[config.mk]
export PLATFORM = sky130hd
export DESIGN_NAME = isdn_card_glue
export DESIGN_NICKNAME = d
export VERILOG_FILES = /design/src/hw/isdn_glue_pkg.sv /design/src/hw/isdn_card_glue.sv
export SDC_FILE = /design/constraint.sdc
export NUM_CORES = 2
export LEC_CHECK = 0
export BUFFER_PORTS_ARGS = -buffer_cell sky130_fd_sc_hd__buf_4
export CAP_MARGIN = 30
export CORE_UTILIZATION = 30
export CTS_CLUSTER_SIZE = 16
export DETAILED_ROUTE_END_ITERATION = 8
export PLACE_DENSITY = 0.46
export SLEW_MARGIN = 20
export SYNTH_ARGS = -nofsm -noshare
export SYNTH_HDL_FRONTEND = slang
export SYNTH_SLANG_ARGS = --single-unit
export TNS_END_PERCENT = 20
[constraint.sdc]
create_clock -name clk -period 34.1 [get_ports clk]
set_input_delay 10.23 -clock clk [delete_from_list [all_inputs] [get_ports clk]]
set_output_delay 10.23 -clock clk [all_outputs]
set_load 0.005 [all_outputs]
[src/hw/isdn_glue_pkg.sv]
`default_nettype none
package isdn_glue_pkg;
  // Register bus geometry.
  localparam int AW = 14;
  localparam logic [13:0] OFS_DATA0 = 14'h0000;
  localparam logic [13:0] OFS_DATA1 = 14'h0004;
  localparam logic [13:0] OFS_DATA2 = 14'h0008;
  localparam logic [13:0] OFS_QSTAT = 14'h000C;
  localparam logic [13:0] OFS_CTRL = 14'h0010;
  localparam logic [13:0] OFS_COR = 14'h0014;
  localparam logic [13:0] OFS_CSR = 14'h0018;
  localparam logic [13:0] OFS_FSTAT = 14'h001C;
  localparam logic [7:0] PCP_PAGE = 8'h04;
  localparam int EE_SEL_BIT = 13;
  // Control register fields.
  localparam int CTRL_VOICE_LSB = 0;
  localparam int CTRL_CRC32_LSB = 2;
  localparam logic [4:0] CTRL_RST = 5'h00;
  localparam logic [7:0] COR_RST = 8'h00;
  localparam logic [7:0] CSR_RST = 8'h00;
  // Timing: one slow tick per eight line clocks, four line clocks per bus slot.
  localparam logic [2:0] DIV_LAST = 3'h7;
  localparam logic [1:0] SLOT_LAST = 2'h3;
  localparam logic [2:0] NQ_LAST = 3'h5;
  // Queues: 1 KB each in SRAM.
  localparam logic [10:0] QFULL = 11'h400;
  // TDM frame positions in bit clocks after frame sync.
  localparam logic [4:0] POS_B1_END = 5'h07;
  localparam logic [4:0] POS_B2_END = 5'h0F;
  localparam logic [4:0] POS_D_END = 5'h11;
  localparam logic [4:0] POS_IDLE = 5'h1F;
  // HDLC constants.
  localparam logic [7:0] HDLC_FLAG = 8'h7E;
  localparam logic [7:0] IDLE_BYTE = 8'hFF;
  localparam logic [2:0] STUFF_ONES = 3'h5;
  localparam logic [2:0] ABORT_ONES = 3'h6;
  localparam logic [31:0] CRC16_POLY = 32'h00008408;
  localparam logic [31:0] CRC32_POLY = 32'hEDB88320;
  localparam logic [31:0] CRC16_INIT = 32'h0000FFFF;
  localparam logic [31:0] CRC32_INIT = 32'hFFFFFFFF;
  localparam logic [15:0] CRC16_RES = 16'hF0B8;
  localparam logic [31:0] CRC32_RES = 32'hDEBB20E3;
  typedef enum logic [1:0] {OP_SRAM, OP_EEPROM, OP_PCP} op_kind_e;
  typedef enum logic [1:0] {TXK_FLAG, TXK_DATA, TXK_FCS} tx_kind_e;
endpackage
`default_nettype wire

[src/hw/isdn_card_glue.sv]
// How it works
// - Both bearer channels and signalling channel share one serial TDM link.
// - Received TDM frames split into three channel streams, each to its own framer.
// - TDM state machine pulses per-channel framer enables at each channel's bit times.
// - Transceiver drives frame sync and bit clock; bearer channels carry eight bits per frame, signalling channel two.
// - Receive framer finds flags, drops stuffed zeros, checks FCS, builds bytes.
// - Voice mode on bearer channels reduces receive framer to serial-to-byte only.
// - Each channel selects a 16-bit or 32-bit CRC as its FCS.
// - Transmit framer serialises, appends FCS, stuffs zeros, and adds flags.
// - Voice mode on bearer channels reduces transmit framer to byte-to-serial only.
// - SRAM, EEPROM and transceiver control port share one eight-bit data bus.
// - Bus ownership is arbitrated so only one device is accessed at once.
// - Each access generates chip select, write and read strobe timing.
// - Memory controller runs on the line-rate clock.
// - Bus time is a round of eight slots of four line clocks.
// - Four slots per round serve host accesses to SRAM, EEPROM or control port.
// - Remaining four slots serve the buffer manager for the six queues.
// - Six fixed 1 KB SRAM queues, one in and one out per channel.
// - Queues are FIFOs reached through three data ports and status registers.
// - Host interface decodes accesses, handshakes, holds config option and status.
// - Framers and TDM logic advance once every eight line clocks.
`default_nettype none
module isdn_card_glue
(
  // Clock and reset.
  input wire logic clk,
  input wire logic rst,
  // Avalon-MM slave.
  input wire logic [isdn_glue_pkg::AW-1:0] avs_address,
  input wire logic avs_read,
  input wire logic avs_write,
  input wire logic [31:0] avs_writedata,
  output logic [31:0] avs_readdata,
  output logic avs_waitrequest,
  // TDM link to the transceiver.
  input wire logic tdm_clk,
  input wire logic tdm_fsync,
  input wire logic tdm_rx,
  output logic tdm_tx,
  // Shared eight-bit memory and control port bus.
  output logic [12:0] bus_addr,
  input wire logic [7:0] bus_din,
  output logic [7:0] bus_dout,
  output logic bus_doe_n,
  output logic sram_ce_n,
  output logic eeprom_ce_n,
  output logic pcp_cs_n,
  output logic bus_we_n,
  output logic bus_oe_n
);
  import isdn_glue_pkg::*;

  function automatic logic [31:0] crc_byte(input logic [31:0] c, input logic [7:0] d,
                                           input logic w32);
    logic [31:0] r;
    r = c;
    for (int i = 0; i < 8; i++)
    begin
      if (r[0] ^ d[i])
        r = (r >> 1) ^ (w32 ? CRC32_POLY : CRC16_POLY);
      else
        r = r >> 1;
    end
    return r;
  endfunction

  function automatic logic crc_good(input logic [31:0] c, input logic w32);
    return w32 ? (c == CRC32_RES) : (c[15:0] == CRC16_RES);
  endfunction

  logic [4:0] ctrl_r;
  logic [7:0] cor_r, csr_r;
  logic [5:0] fstat_r;
  logic [2:0] div_r;
  logic tick_r, tclk_q_r, rx_bit_r, tdm_tx_r;
  logic [4:0] pos_r, pos_nxt;
  logic [2:0] rx_en_r, tx_en_r, voice_v, c32_v, pos_ch;
  wire [2:0] rx_push, fr_end, fr_bad, tx_take, tx_bit;
  wire [2:0][7:0] rx_byte;
  logic [2:0] rx_pend_r, tx_hold_v_r;
  logic [7:0] rx_dat_r [3];
  logic [7:0] tx_hold_r [3];
  logic [9:0] wp_r [6];
  logic [9:0] rp_r [6];
  logic [10:0] qcnt_r [6];
  logic [5:0] qempty, qfull;

  assign voice_v = {1'b0, ctrl_r[CTRL_VOICE_LSB +: 2]};
  assign c32_v = ctrl_r[CTRL_CRC32_LSB +: 3];

  ////////////////////////////////////////////////////////////////////////////
  // Slow tick and TDM multiplexer.

  always_ff @(posedge clk or posedge rst)
  begin
    if (rst)
    begin
      div_r <= 3'h0;
      tick_r <= 1'b0;
    end
    else
    begin
      div_r <= div_r + 3'h1;
      tick_r <= (div_r == DIV_LAST);
    end
  end

  always_comb
  begin
    if (tdm_fsync)
      pos_nxt = 5'h00;
    else if (pos_r >= POS_D_END)
      pos_nxt = POS_IDLE;
    else
      pos_nxt = pos_r + 5'h01;
    if (pos_nxt <= POS_B1_END)
      pos_ch = 3'b001;
    else if (pos_nxt <= POS_B2_END)
      pos_ch = 3'b010;
    else if (pos_nxt <= POS_D_END)
      pos_ch = 3'b100;
    else
      pos_ch = 3'b000;
  end

  always_ff @(posedge clk or posedge rst)
  begin
    if (rst)
    begin
      tclk_q_r <= 1'b0;
      pos_r <= POS_IDLE;
      rx_en_r <= 3'h0;
      tx_en_r <= 3'h0;
      rx_bit_r <= 1'b0;
    end
    else
    begin
      rx_en_r <= 3'h0;
      tx_en_r <= 3'h0;
      if (tick_r)
      begin
        tclk_q_r <= tdm_clk;
        if (tdm_clk && !tclk_q_r)
        begin
          pos_r <= pos_nxt;
          rx_en_r <= pos_ch;
          tx_en_r <= pos_ch;
          rx_bit_r <= tdm_rx;
        end
      end
    end
  end

  always_ff @(posedge clk or posedge rst)
  begin
    if (rst)
      tdm_tx_r <= 1'b1;
    else if (|tx_en_r)
      tdm_tx_r <= |(tx_bit & tx_en_r);
  end
  assign tdm_tx = tdm_tx_r;

  ////////////////////////////////////////////////////////////////////////////
  // Per-channel receive and transmit framers.

  for (genvar c = 0; c < 3; c++)
  begin : g_ch
    logic [7:0] raw_r, sh_r, byte_r, nraw, nsh, tsh_r;
    logic [2:0] cnt_r, ones_r, tcnt_r, tones_r;
    logic infr_r, got_r, push_r, end_r, bad_r, take_r, stuff;
    logic [31:0] crc_r, tcrc_r, init;
    logic [1:0] fleft_r;
    tx_kind_e kind_r;

    assign nraw = {rx_bit_r, raw_r[7:1]};
    assign nsh = {rx_bit_r, sh_r[7:1]};
    assign init = c32_v[c] ? CRC32_INIT : CRC16_INIT;
    assign rx_push[c] = push_r;
    assign rx_byte[c] = byte_r;
    assign fr_end[c] = end_r;
    assign fr_bad[c] = bad_r;

    always_ff @(posedge clk or posedge rst)
    begin
      if (rst)
      begin
        raw_r <= 8'h00;
        sh_r <= 8'h00;
        byte_r <= 8'h00;
        cnt_r <= 3'h0;
        ones_r <= 3'h0;
        infr_r <= 1'b0;
        got_r <= 1'b0;
        push_r <= 1'b0;
        end_r <= 1'b0;
        bad_r <= 1'b0;
        crc_r <= CRC32_INIT;
      end
      else
      begin
        push_r <= 1'b0;
        end_r <= 1'b0;
        bad_r <= 1'b0;
        if (rx_en_r[c])
        begin
          raw_r <= nraw;
          if (voice_v[c])
          begin
            sh_r <= nsh;
            cnt_r <= cnt_r + 3'h1;
            if (cnt_r == 3'h7)
            begin
              push_r <= 1'b1;
              byte_r <= nsh;
            end
          end
          else if (nraw == HDLC_FLAG)
          begin
            if (infr_r && got_r)
            begin
              end_r <= 1'b1;
              bad_r <= !crc_good(crc_r, c32_v[c]);
            end
            infr_r <= 1'b1;
            got_r <= 1'b0;
            cnt_r <= 3'h0;
            ones_r <= 3'h0;
            crc_r <= init;
          end
          else if (ones_r == ABORT_ONES && rx_bit_r)
            infr_r <= 1'b0;
          else if (ones_r == STUFF_ONES && !rx_bit_r)
            ones_r <= 3'h0;
          else
          begin
            ones_r <= rx_bit_r ? ones_r + 3'h1 : 3'h0;
            if (infr_r)
            begin
              sh_r <= nsh;
              cnt_r <= cnt_r + 3'h1;
              if (cnt_r == 3'h7)
              begin
                push_r <= 1'b1;
                byte_r <= nsh;
                got_r <= 1'b1;
                crc_r <= crc_byte(crc_r, nsh, c32_v[c]);
              end
            end
          end
        end
      end
    end

    assign stuff = !voice_v[c] && kind_r != TXK_FLAG && tones_r == STUFF_ONES;
    assign tx_bit[c] = stuff ? 1'b0 : tsh_r[0];
    assign tx_take[c] = take_r;

    always_ff @(posedge clk or posedge rst)
    begin
      if (rst)
      begin
        tsh_r <= HDLC_FLAG;
        tcnt_r <= 3'h0;
        tones_r <= 3'h0;
        kind_r <= TXK_FLAG;
        tcrc_r <= CRC32_INIT;
        fleft_r <= 2'h0;
        take_r <= 1'b0;
      end
      else
      begin
        take_r <= 1'b0;
        if (tx_en_r[c])
        begin
          if (stuff)
            tones_r <= 3'h0;
          else
          begin
            tsh_r <= {1'b0, tsh_r[7:1]};
            tones_r <= (kind_r != TXK_FLAG && tsh_r[0]) ? tones_r + 3'h1 : 3'h0;
            tcnt_r <= tcnt_r + 3'h1;
            if (tcnt_r == 3'h7)
            begin
              if (voice_v[c])
              begin
                tsh_r <= tx_hold_v_r[c] ? tx_hold_r[c] : IDLE_BYTE;
                take_r <= tx_hold_v_r[c];
                kind_r <= TXK_DATA;
              end
              else if (tx_hold_v_r[c] && kind_r != TXK_FCS)
              begin
                tsh_r <= tx_hold_r[c];
                take_r <= 1'b1;
                kind_r <= TXK_DATA;
                tcrc_r <= crc_byte(kind_r == TXK_FLAG ? init : tcrc_r, tx_hold_r[c],
                                   c32_v[c]);
              end
              else if (kind_r == TXK_DATA)
              begin
                tsh_r <= ~tcrc_r[7:0];
                tcrc_r <= ~tcrc_r >> 8;
                fleft_r <= c32_v[c] ? 2'h3 : 2'h1;
                kind_r <= TXK_FCS;
              end
              else if (kind_r == TXK_FCS && fleft_r != 2'h0)
              begin
                tsh_r <= tcrc_r[7:0];
                tcrc_r <= tcrc_r >> 8;
                fleft_r <= fleft_r - 2'h1;
              end
              else
              begin
                tsh_r <= HDLC_FLAG;
                kind_r <= TXK_FLAG;
              end
            end
          end
        end
      end
    end
  end

  ////////////////////////////////////////////////////////////////////////////
  // Slot sequencer, arbitration and bus strobes.

  logic [2:0] slot_r, qsel_r, op_q_r, hp_q_r;
  logic [1:0] cyc_r;
  logic op_v_r, op_we_r, op_host_r, op_qop_r, done;
  logic [12:0] op_addr_r, hp_addr_r;
  logic [7:0] op_wd_r, hp_wd_r;
  op_kind_e op_kind_r, hp_kind_r;
  logic hp_r, hp_we_r, hp_isq_r;

  assign done = op_v_r && cyc_r == SLOT_LAST;

  always_comb
  begin
    for (int q = 0; q < 6; q++)
    begin
      qempty[q] = (qcnt_r[q] == 11'h000);
      qfull[q] = (qcnt_r[q] == QFULL);
    end
  end

  always_ff @(posedge clk or posedge rst)
  begin
    if (rst)
    begin
      cyc_r <= 2'h0;
      slot_r <= 3'h0;
    end
    else
    begin
      cyc_r <= cyc_r + 2'h1;
      if (cyc_r == SLOT_LAST)
        slot_r <= slot_r + 3'h1;
    end
  end

  always_ff @(posedge clk or posedge rst)
  begin
    if (rst)
    begin
      op_v_r <= 1'b0;
      op_we_r <= 1'b0;
      op_host_r <= 1'b0;
      op_qop_r <= 1'b0;
      op_q_r <= 3'h0;
      op_addr_r <= 13'h0000;
      op_wd_r <= 8'h00;
      op_kind_r <= OP_SRAM;
      qsel_r <= 3'h0;
    end
    else if (cyc_r == 2'h0)
    begin
      if (!slot_r[0])
      begin
        op_v_r <= hp_r;
        op_host_r <= 1'b1;
        op_kind_r <= hp_kind_r;
        op_we_r <= hp_we_r;
        op_wd_r <= hp_wd_r;
        op_q_r <= hp_q_r;
        op_qop_r <= hp_isq_r;
        op_addr_r <= hp_isq_r ? {hp_q_r, hp_q_r[0] ? wp_r[hp_q_r] : rp_r[hp_q_r]} : hp_addr_r;
      end
      else
      begin
        op_host_r <= 1'b0;
        op_kind_r <= OP_SRAM;
        op_qop_r <= 1'b1;
        op_q_r <= qsel_r;
        qsel_r <= (qsel_r == NQ_LAST) ? 3'h0 : qsel_r + 3'h1;
        op_we_r <= !qsel_r[0];
        op_wd_r <= rx_dat_r[qsel_r[2:1]];
        if (!qsel_r[0])
        begin
          op_v_r <= rx_pend_r[qsel_r[2:1]] && !qfull[qsel_r];
          op_addr_r <= {qsel_r, wp_r[qsel_r]};
        end
        else
        begin
          op_v_r <= !tx_hold_v_r[qsel_r[2:1]] && !qempty[qsel_r];
          op_addr_r <= {qsel_r, rp_r[qsel_r]};
        end
      end
    end
  end

  always_ff @(posedge clk or posedge rst)
  begin
    if (rst)
    begin
      bus_addr <= 13'h0000;
      bus_dout <= 8'h00;
      bus_doe_n <= 1'b1;
      sram_ce_n <= 1'b1;
      eeprom_ce_n <= 1'b1;
      pcp_cs_n <= 1'b1;
      bus_we_n <= 1'b1;
      bus_oe_n <= 1'b1;
    end
    else if (cyc_r == 2'h1 && op_v_r)
    begin
      bus_addr <= op_addr_r;
      bus_dout <= op_wd_r;
      bus_doe_n <= !op_we_r;
      sram_ce_n <= op_kind_r != OP_SRAM;
      eeprom_ce_n <= op_kind_r != OP_EEPROM;
      pcp_cs_n <= op_kind_r != OP_PCP;
    end
    else if (cyc_r == 2'h2 && op_v_r)
    begin
      bus_we_n <= !op_we_r;
      bus_oe_n <= op_we_r;
    end
    else if (cyc_r == SLOT_LAST)
    begin
      bus_doe_n <= 1'b1;
      sram_ce_n <= 1'b1;
      eeprom_ce_n <= 1'b1;
      pcp_cs_n <= 1'b1;
      bus_we_n <= 1'b1;
      bus_oe_n <= 1'b1;
    end
  end

  ////////////////////////////////////////////////////////////////////////////
  // Buffer manager: queue pointers and framer hand-off bytes.

  always_ff @(posedge clk or posedge rst)
  begin
    if (rst)
    begin
      for (int q = 0; q < 6; q++)
      begin
        wp_r[q] <= 10'h000;
        rp_r[q] <= 10'h000;
        qcnt_r[q] <= 11'h000;
      end
    end
    else if (done && op_qop_r && op_kind_r == OP_SRAM)
    begin
      if (op_we_r)
      begin
        wp_r[op_q_r] <= wp_r[op_q_r] + 10'h001;
        qcnt_r[op_q_r] <= qcnt_r[op_q_r] + 11'h001;
      end
      else
      begin
        rp_r[op_q_r] <= rp_r[op_q_r] + 10'h001;
        qcnt_r[op_q_r] <= qcnt_r[op_q_r] - 11'h001;
      end
    end
  end

  always_ff @(posedge clk or posedge rst)
  begin
    if (rst)
    begin
      rx_pend_r <= 3'h0;
      tx_hold_v_r <= 3'h0;
      for (int c = 0; c < 3; c++)
      begin
        rx_dat_r[c] <= 8'h00;
        tx_hold_r[c] <= 8'h00;
      end
    end
    else
    begin
      for (int c = 0; c < 3; c++)
      begin
        if (rx_push[c])
        begin
          rx_pend_r[c] <= 1'b1;
          rx_dat_r[c] <= rx_byte[c];
        end
        else if (done && !op_host_r && op_we_r && op_q_r[2:1] == c[1:0])
          rx_pend_r[c] <= 1'b0;
        if (done && !op_host_r && !op_we_r && op_q_r[2:1] == c[1:0])
        begin
          tx_hold_v_r[c] <= 1'b1;
          tx_hold_r[c] <= bus_din;
        end
        else if (tx_take[c])
          tx_hold_v_r[c] <= 1'b0;
      end
    end
  end

  ////////////////////////////////////////////////////////////////////////////
  // Host interface.

  logic acc, is_ee, is_pcp, is_dq, dq_ok, need_bus, wait_r;
  logic [1:0] dq_ch;
  logic [2:0] dq_q;
  logic [31:0] reg_rd, rdata_r;

  always_comb
  begin
    acc = (avs_read || avs_write) && wait_r && !hp_r;
    is_ee = avs_address[EE_SEL_BIT];
    is_pcp = avs_address[13:6] == PCP_PAGE;
    is_dq = avs_address == OFS_DATA0 || avs_address == OFS_DATA1 || avs_address == OFS_DATA2;
    dq_ch = avs_address[3:2];
    dq_q = {dq_ch, avs_write};
    dq_ok = avs_write ? !qfull[dq_q] : !qempty[dq_q];
    need_bus = is_ee || is_pcp || (is_dq && dq_ok);
    case (avs_address)
      OFS_QSTAT: reg_rd = {18'h00000, qfull, 2'h0, qempty};
      OFS_CTRL: reg_rd = {27'h0000000, ctrl_r};
      OFS_COR: reg_rd = {24'h000000, cor_r};
      OFS_CSR: reg_rd = {24'h000000, csr_r};
      OFS_FSTAT: reg_rd = {26'h0000000, fstat_r};
      default: reg_rd = 32'h00000000;
    endcase
  end

  always_ff @(posedge clk or posedge rst)
  begin
    if (rst)
    begin
      wait_r <= 1'b1;
      rdata_r <= 32'h00000000;
      hp_r <= 1'b0;
      hp_we_r <= 1'b0;
      hp_isq_r <= 1'b0;
      hp_q_r <= 3'h0;
      hp_addr_r <= 13'h0000;
      hp_wd_r <= 8'h00;
      hp_kind_r <= OP_SRAM;
    end
    else
    begin
      wait_r <= 1'b1;
      if (done && op_host_r)
      begin
        wait_r <= 1'b0;
        hp_r <= 1'b0;
        rdata_r <= op_we_r ? 32'h00000000 : {24'h000000, bus_din};
      end
      else if (acc && need_bus)
      begin
        hp_r <= 1'b1;
        hp_we_r <= avs_write;
        hp_wd_r <= avs_writedata[7:0];
        hp_isq_r <= is_dq && !is_ee && !is_pcp;
        hp_q_r <= dq_q;
        hp_kind_r <= is_ee ? OP_EEPROM : (is_pcp ? OP_PCP : OP_SRAM);
        hp_addr_r <= is_ee ? {2'h0, avs_address[12:2]} : {9'h000, avs_address[5:2]};
      end
      else if (acc)
      begin
        wait_r <= 1'b0;
        rdata_r <= avs_read ? reg_rd : 32'h00000000;
      end
    end
  end
  assign avs_waitrequest = wait_r;
  assign avs_readdata = rdata_r;

  always_ff @(posedge clk or posedge rst)
  begin
    if (rst)
    begin
      ctrl_r <= CTRL_RST;
      cor_r <= COR_RST;
      csr_r <= CSR_RST;
      fstat_r <= 6'h00;
    end
    else
    begin
      if (acc && !need_bus && avs_write && avs_address == OFS_CTRL)
        ctrl_r <= avs_writedata[4:0];
      if (acc && !need_bus && avs_write && avs_address == OFS_COR)
        cor_r <= avs_writedata[7:0];
      if (acc && !need_bus && avs_write && avs_address == OFS_CSR)
        csr_r <= avs_writedata[7:0];
      if (acc && !need_bus && avs_write && avs_address == OFS_FSTAT)
        fstat_r <= (fstat_r & ~avs_writedata[5:0]) | {fr_bad, fr_end};
      else
        fstat_r <= fstat_r | {fr_bad, fr_end};
    end
  end
endmodule
`default_nettype wire

==> metrics.txt <==
post-DP HPWL=93210 um; CTS hold repair buffers=0; via count=about 33000; setup violators final=0; Final Hold Viols=0; Core Region=between 100000 and 150000 um^2; total CTS buffers=92; Critical R2R Capture=rp_r[18]; Routed wire per std cell=21.13 um; fin crit share=36.28%; Crit. Startpoint=avs_address[8]; Max-Slew Margin vs Limit=32.08%; combinational share of power=15.8%; Synth top area share=29.27%; xor-xnor portion of the synthesized cell area=12.15%; r2r setup slk=30070 ps; initial antenna violation count=9; PortBufs=just under 80; wirelength, routed=136200 um; Most used DFF post-synth=dfrtp_1; top-count cell post-synth=nand2_1; Boundary Pins=between 100 and 150; Via-to-Cell Ratio=around 5.1; fillers=around 15000; Critical Path AT=about 13000 ps; syn avg cell area=about 9.7 um^2; Mapped Area=between 40000 and 50000 um^2; Worst-Margin Slew=1019 ps; synth unique cells=101; GP Congestion=0.8050; number of post-CTS setup repair buffers=0; net switching power=0.0007058 W; violated checks=DRC; Hold Crit Start=g_ch[1].take_r; Skew-Pair Late Insertion Delay=710 ps; share of power burned in registers=40.2%; hold path cells=1; Post-Synth Adder-Cell Area=1.207%; RSZ-0062 raised after global routing=false; max-capacitance violation count=0; register bit total from synthesis=732; CTS tree=built; CP Class=primary input to flop; clock share of power=43.9%; Post-synth EDFFs=0; 1st-iter DRT viols=between 2000 and 2500; reg2reg path depth=11; clock sink total=732; HP Class=flop to flop; vias in the first global route=~32000; Sw Ratio=29.74%; mux cell area share after synthesis=11.25%; die height=382.9 um; CTS root buf=clkbuf_16; post-cts resize count=0; die width=382.9 um; CP startpoint kind=primary input; number of cell rows=139; Internal=0.001667 W; Area growth syn-to-layout=13.05%; Leak Pwr=20.09 nW; power per cell area=48.22 nW/um^2; Max Transition Viols Final=0; hold worst-path end=tx_hold_v_r[1]; Crit path required time=34700 ps; ANT nets after route=0; DRC=26; Min Clock Period, post-route=around 12000 ps; Clock Path Buffers=3; Fin Setup TNS=0 ps; Critical R2R Launch=op_q_r[1]; largest net degree at the start of global routing=157; skew final=between 30 and 40 ps; Post-synth ARST share=100.0%; largest family of logic cells by synthesized area=compound AO/OA/AOI/OAI gates; Initial Util=30.26%; Mapped Cells=around 4500; Clk pin slew, worst setup/hold paths=60 ps; DIE AREA=about 150000 um^2; outcome=finished, violations left; DRT Pass-1 Iters=8; Yosys top cell by area=dfrtp_1; # nets final=4562; Ys Warns=0; register area share after synthesis=42.73%; Synth area leaders=dfrtp_1 (29%), dfstp_2 (13%), xnor2_1 (6.4%); htree depth=3; Compound-Gate Fraction of Synth Area=15.69%; share of layout cells above drive strength 1=20.73%; post-synthesis simple-gate area fraction=between 10% and 20%; Post-synth top cells=nand2_1 (639), dfrtp_1 (509), o21ai_0 (358), xnor2_1 (316), nor2_1 (298); first-pass GRT wire length=210200 um; Worst Setup End Kind=flop; total global routing overflow=0; VDD IR max=0.03435 mV; total power draw=about 0.0024 W; GRT Total Usage=18.54%; worst-path maximum fanout=19; fmax=80.84 MHz
-- power groups by stage --
stage	registers, W	logic (W)	clock network, W
after floorplan	0.000942	0.000262	0
after global placement	0.000970	0.000373	0
after detailed placement	0.000970	0.000376	0
after CTS	0.000956	0.000377	0.00107
after global routing	0.000960	0.000406	0.00111
final	0.000955	0.000375	0.00104
-- cells by family after synthesis --
kind of cell,Yosys count
AOI/OAI and AO/OA,1122
xor gates and xnor gates,513
adders and majority gates,42
buffers and inverters,390
DFF,732
muxes,410
other,1
and+or+nand+nor,1287
-- stage by stage --
| step | utilization [%] | hold WS (ps) | setup slack (ps) | cell area [um^2] | cells |
|---|---|---|---|---|---|
| global route | 34.20 | 433.1 | 21470 | 49190 | 6442 |
| global placement | 31.85 | 406.9 | 20550 | 45810 | 6258 |
| detailed placement | 31.94 | 414.3 | 20560 | 45940 | 6265 |
| finish | 34.21 | 423.0 | 21730 | 49200 | 6447 |
| CTS | 34.17 | 425.4 | 21330 | 49140 | 6439 |
| floorplan | - | 399.6 | 3702 | 43590 | 4514 |
-- worst max-delay path by stage --
stage | end | slack (ps)
detailed placement | avs_readdata[0] | 20560
finish | avs_readdata[12] | 21730
global route | g_ch[2].tones_r[1] | 21470
floorplan | asynchronous set/reset pin | 3700
global placement | avs_readdata[6] | 20550
CTS | avs_readdata[2] | 21330
-- state kept, by name, indices dropped and copies added, names as in the netlist, 9 cells and up, named ones only --
name / count
bus_addr: 13
hp_addr_r: 10
g_ch.tsh_r: 24
g_ch.cnt_r: 9
wp_r: 60
qcnt_r: 60
g_ch.tcnt_r: 9
avs_readdata: 14
g_ch.ones_r: 9
rx_dat_r: 24
rp_r: 60
g_ch.tcrc_r: 96
g_ch.raw_r: 21
g_ch.crc_r: 96
g_ch.tones_r: 9
tx_hold_r: 24
op_addr_r: 13
g_ch.byte_r: 24
g_ch.sh_r: 21
-- worst max-delay path: stages --
cell and delay [ps]:
buf_4 130, nor4_2 730, and2_1 260, nand3b_1 110
a21oi_1 600, nor2b_1 190, nor2_2 340, buf_6 230
nand2_1 70, o31ai_1 60
-- metal layers --
layer / GRT usage, % / part of all wire (%) / vias up
met5: 0 / 0.058 / -
met4: 4.911 / 2.3 / 10
met3: 2.898 / 4.6 / 177
met2: 28.15 / 44 / 669
met1: 27.15 / 49 / 16530
li1: - / - / 15640
-- final cells by class --
cell class / count / area (um^2) / area share [%]
multi-input combinational: 3392 / 23390 / 47.54
sequential: 732 / 18610 / 37.82
clock buffer: 136 / 2690 / 5.467
tap: 1903 / 2381 / 4.839
timing repair buffer: 153 / 1267 / 2.576
clock inverter: 38 / 515.5 / 1.048
inverter: 88 / 337.8 / 0.6866
antenna: 5 / 12.51 / 0.02543
-- cell usage in the layout, fill, tap and decap left out, types with 18 or more instances in the layout --
cell type / netlist / layout
clkbuf_16: 0 / 94
buf_4: 31 / 141
o31ai_1: 19 / 18
xnor2_2: 31 / 31
o21ai_1: 83 / 83
o21ai_0: 358 / 357
nor4_1: 24 / 23
clkbuf_1: 210 / 24
a21o_1: 42 / 42
a22oi_1: 42 / 42
a31oi_1: 40 / 40
o211ai_1: 37 / 37
dfstp_2: 223 / 223
o22ai_1: 34 / 34
nand4_1: 25 / 25
mux2i_1: 113 / 113
o221ai_1: 20 / 20
ha_1: 42 / 41
clkbuf_8: 0 / 18
mux2_2: 241 / 241
dfrtp_1: 509 / 502
nor2_1: 298 / 296
a211oi_1: 21 / 21
nand2b_1: 28 / 28
and2_1: 19 / 19
nand2_1: 639 / 638
a21oi_1: 273 / 273
mux4_2: 31 / 31
nor3_1: 45 / 44
mux2_1: 18 / 18
xor2_1: 127 / 127
inv_1: 81 / 80
nor2b_1: 39 / 36
xnor2_1: 316 / 316
a22o_1: 21 / 21
nand3_1: 69 / 69
conb_1: 1 / 18
or2_2: 19 / 19
Power figures use the tool's default switching activity.
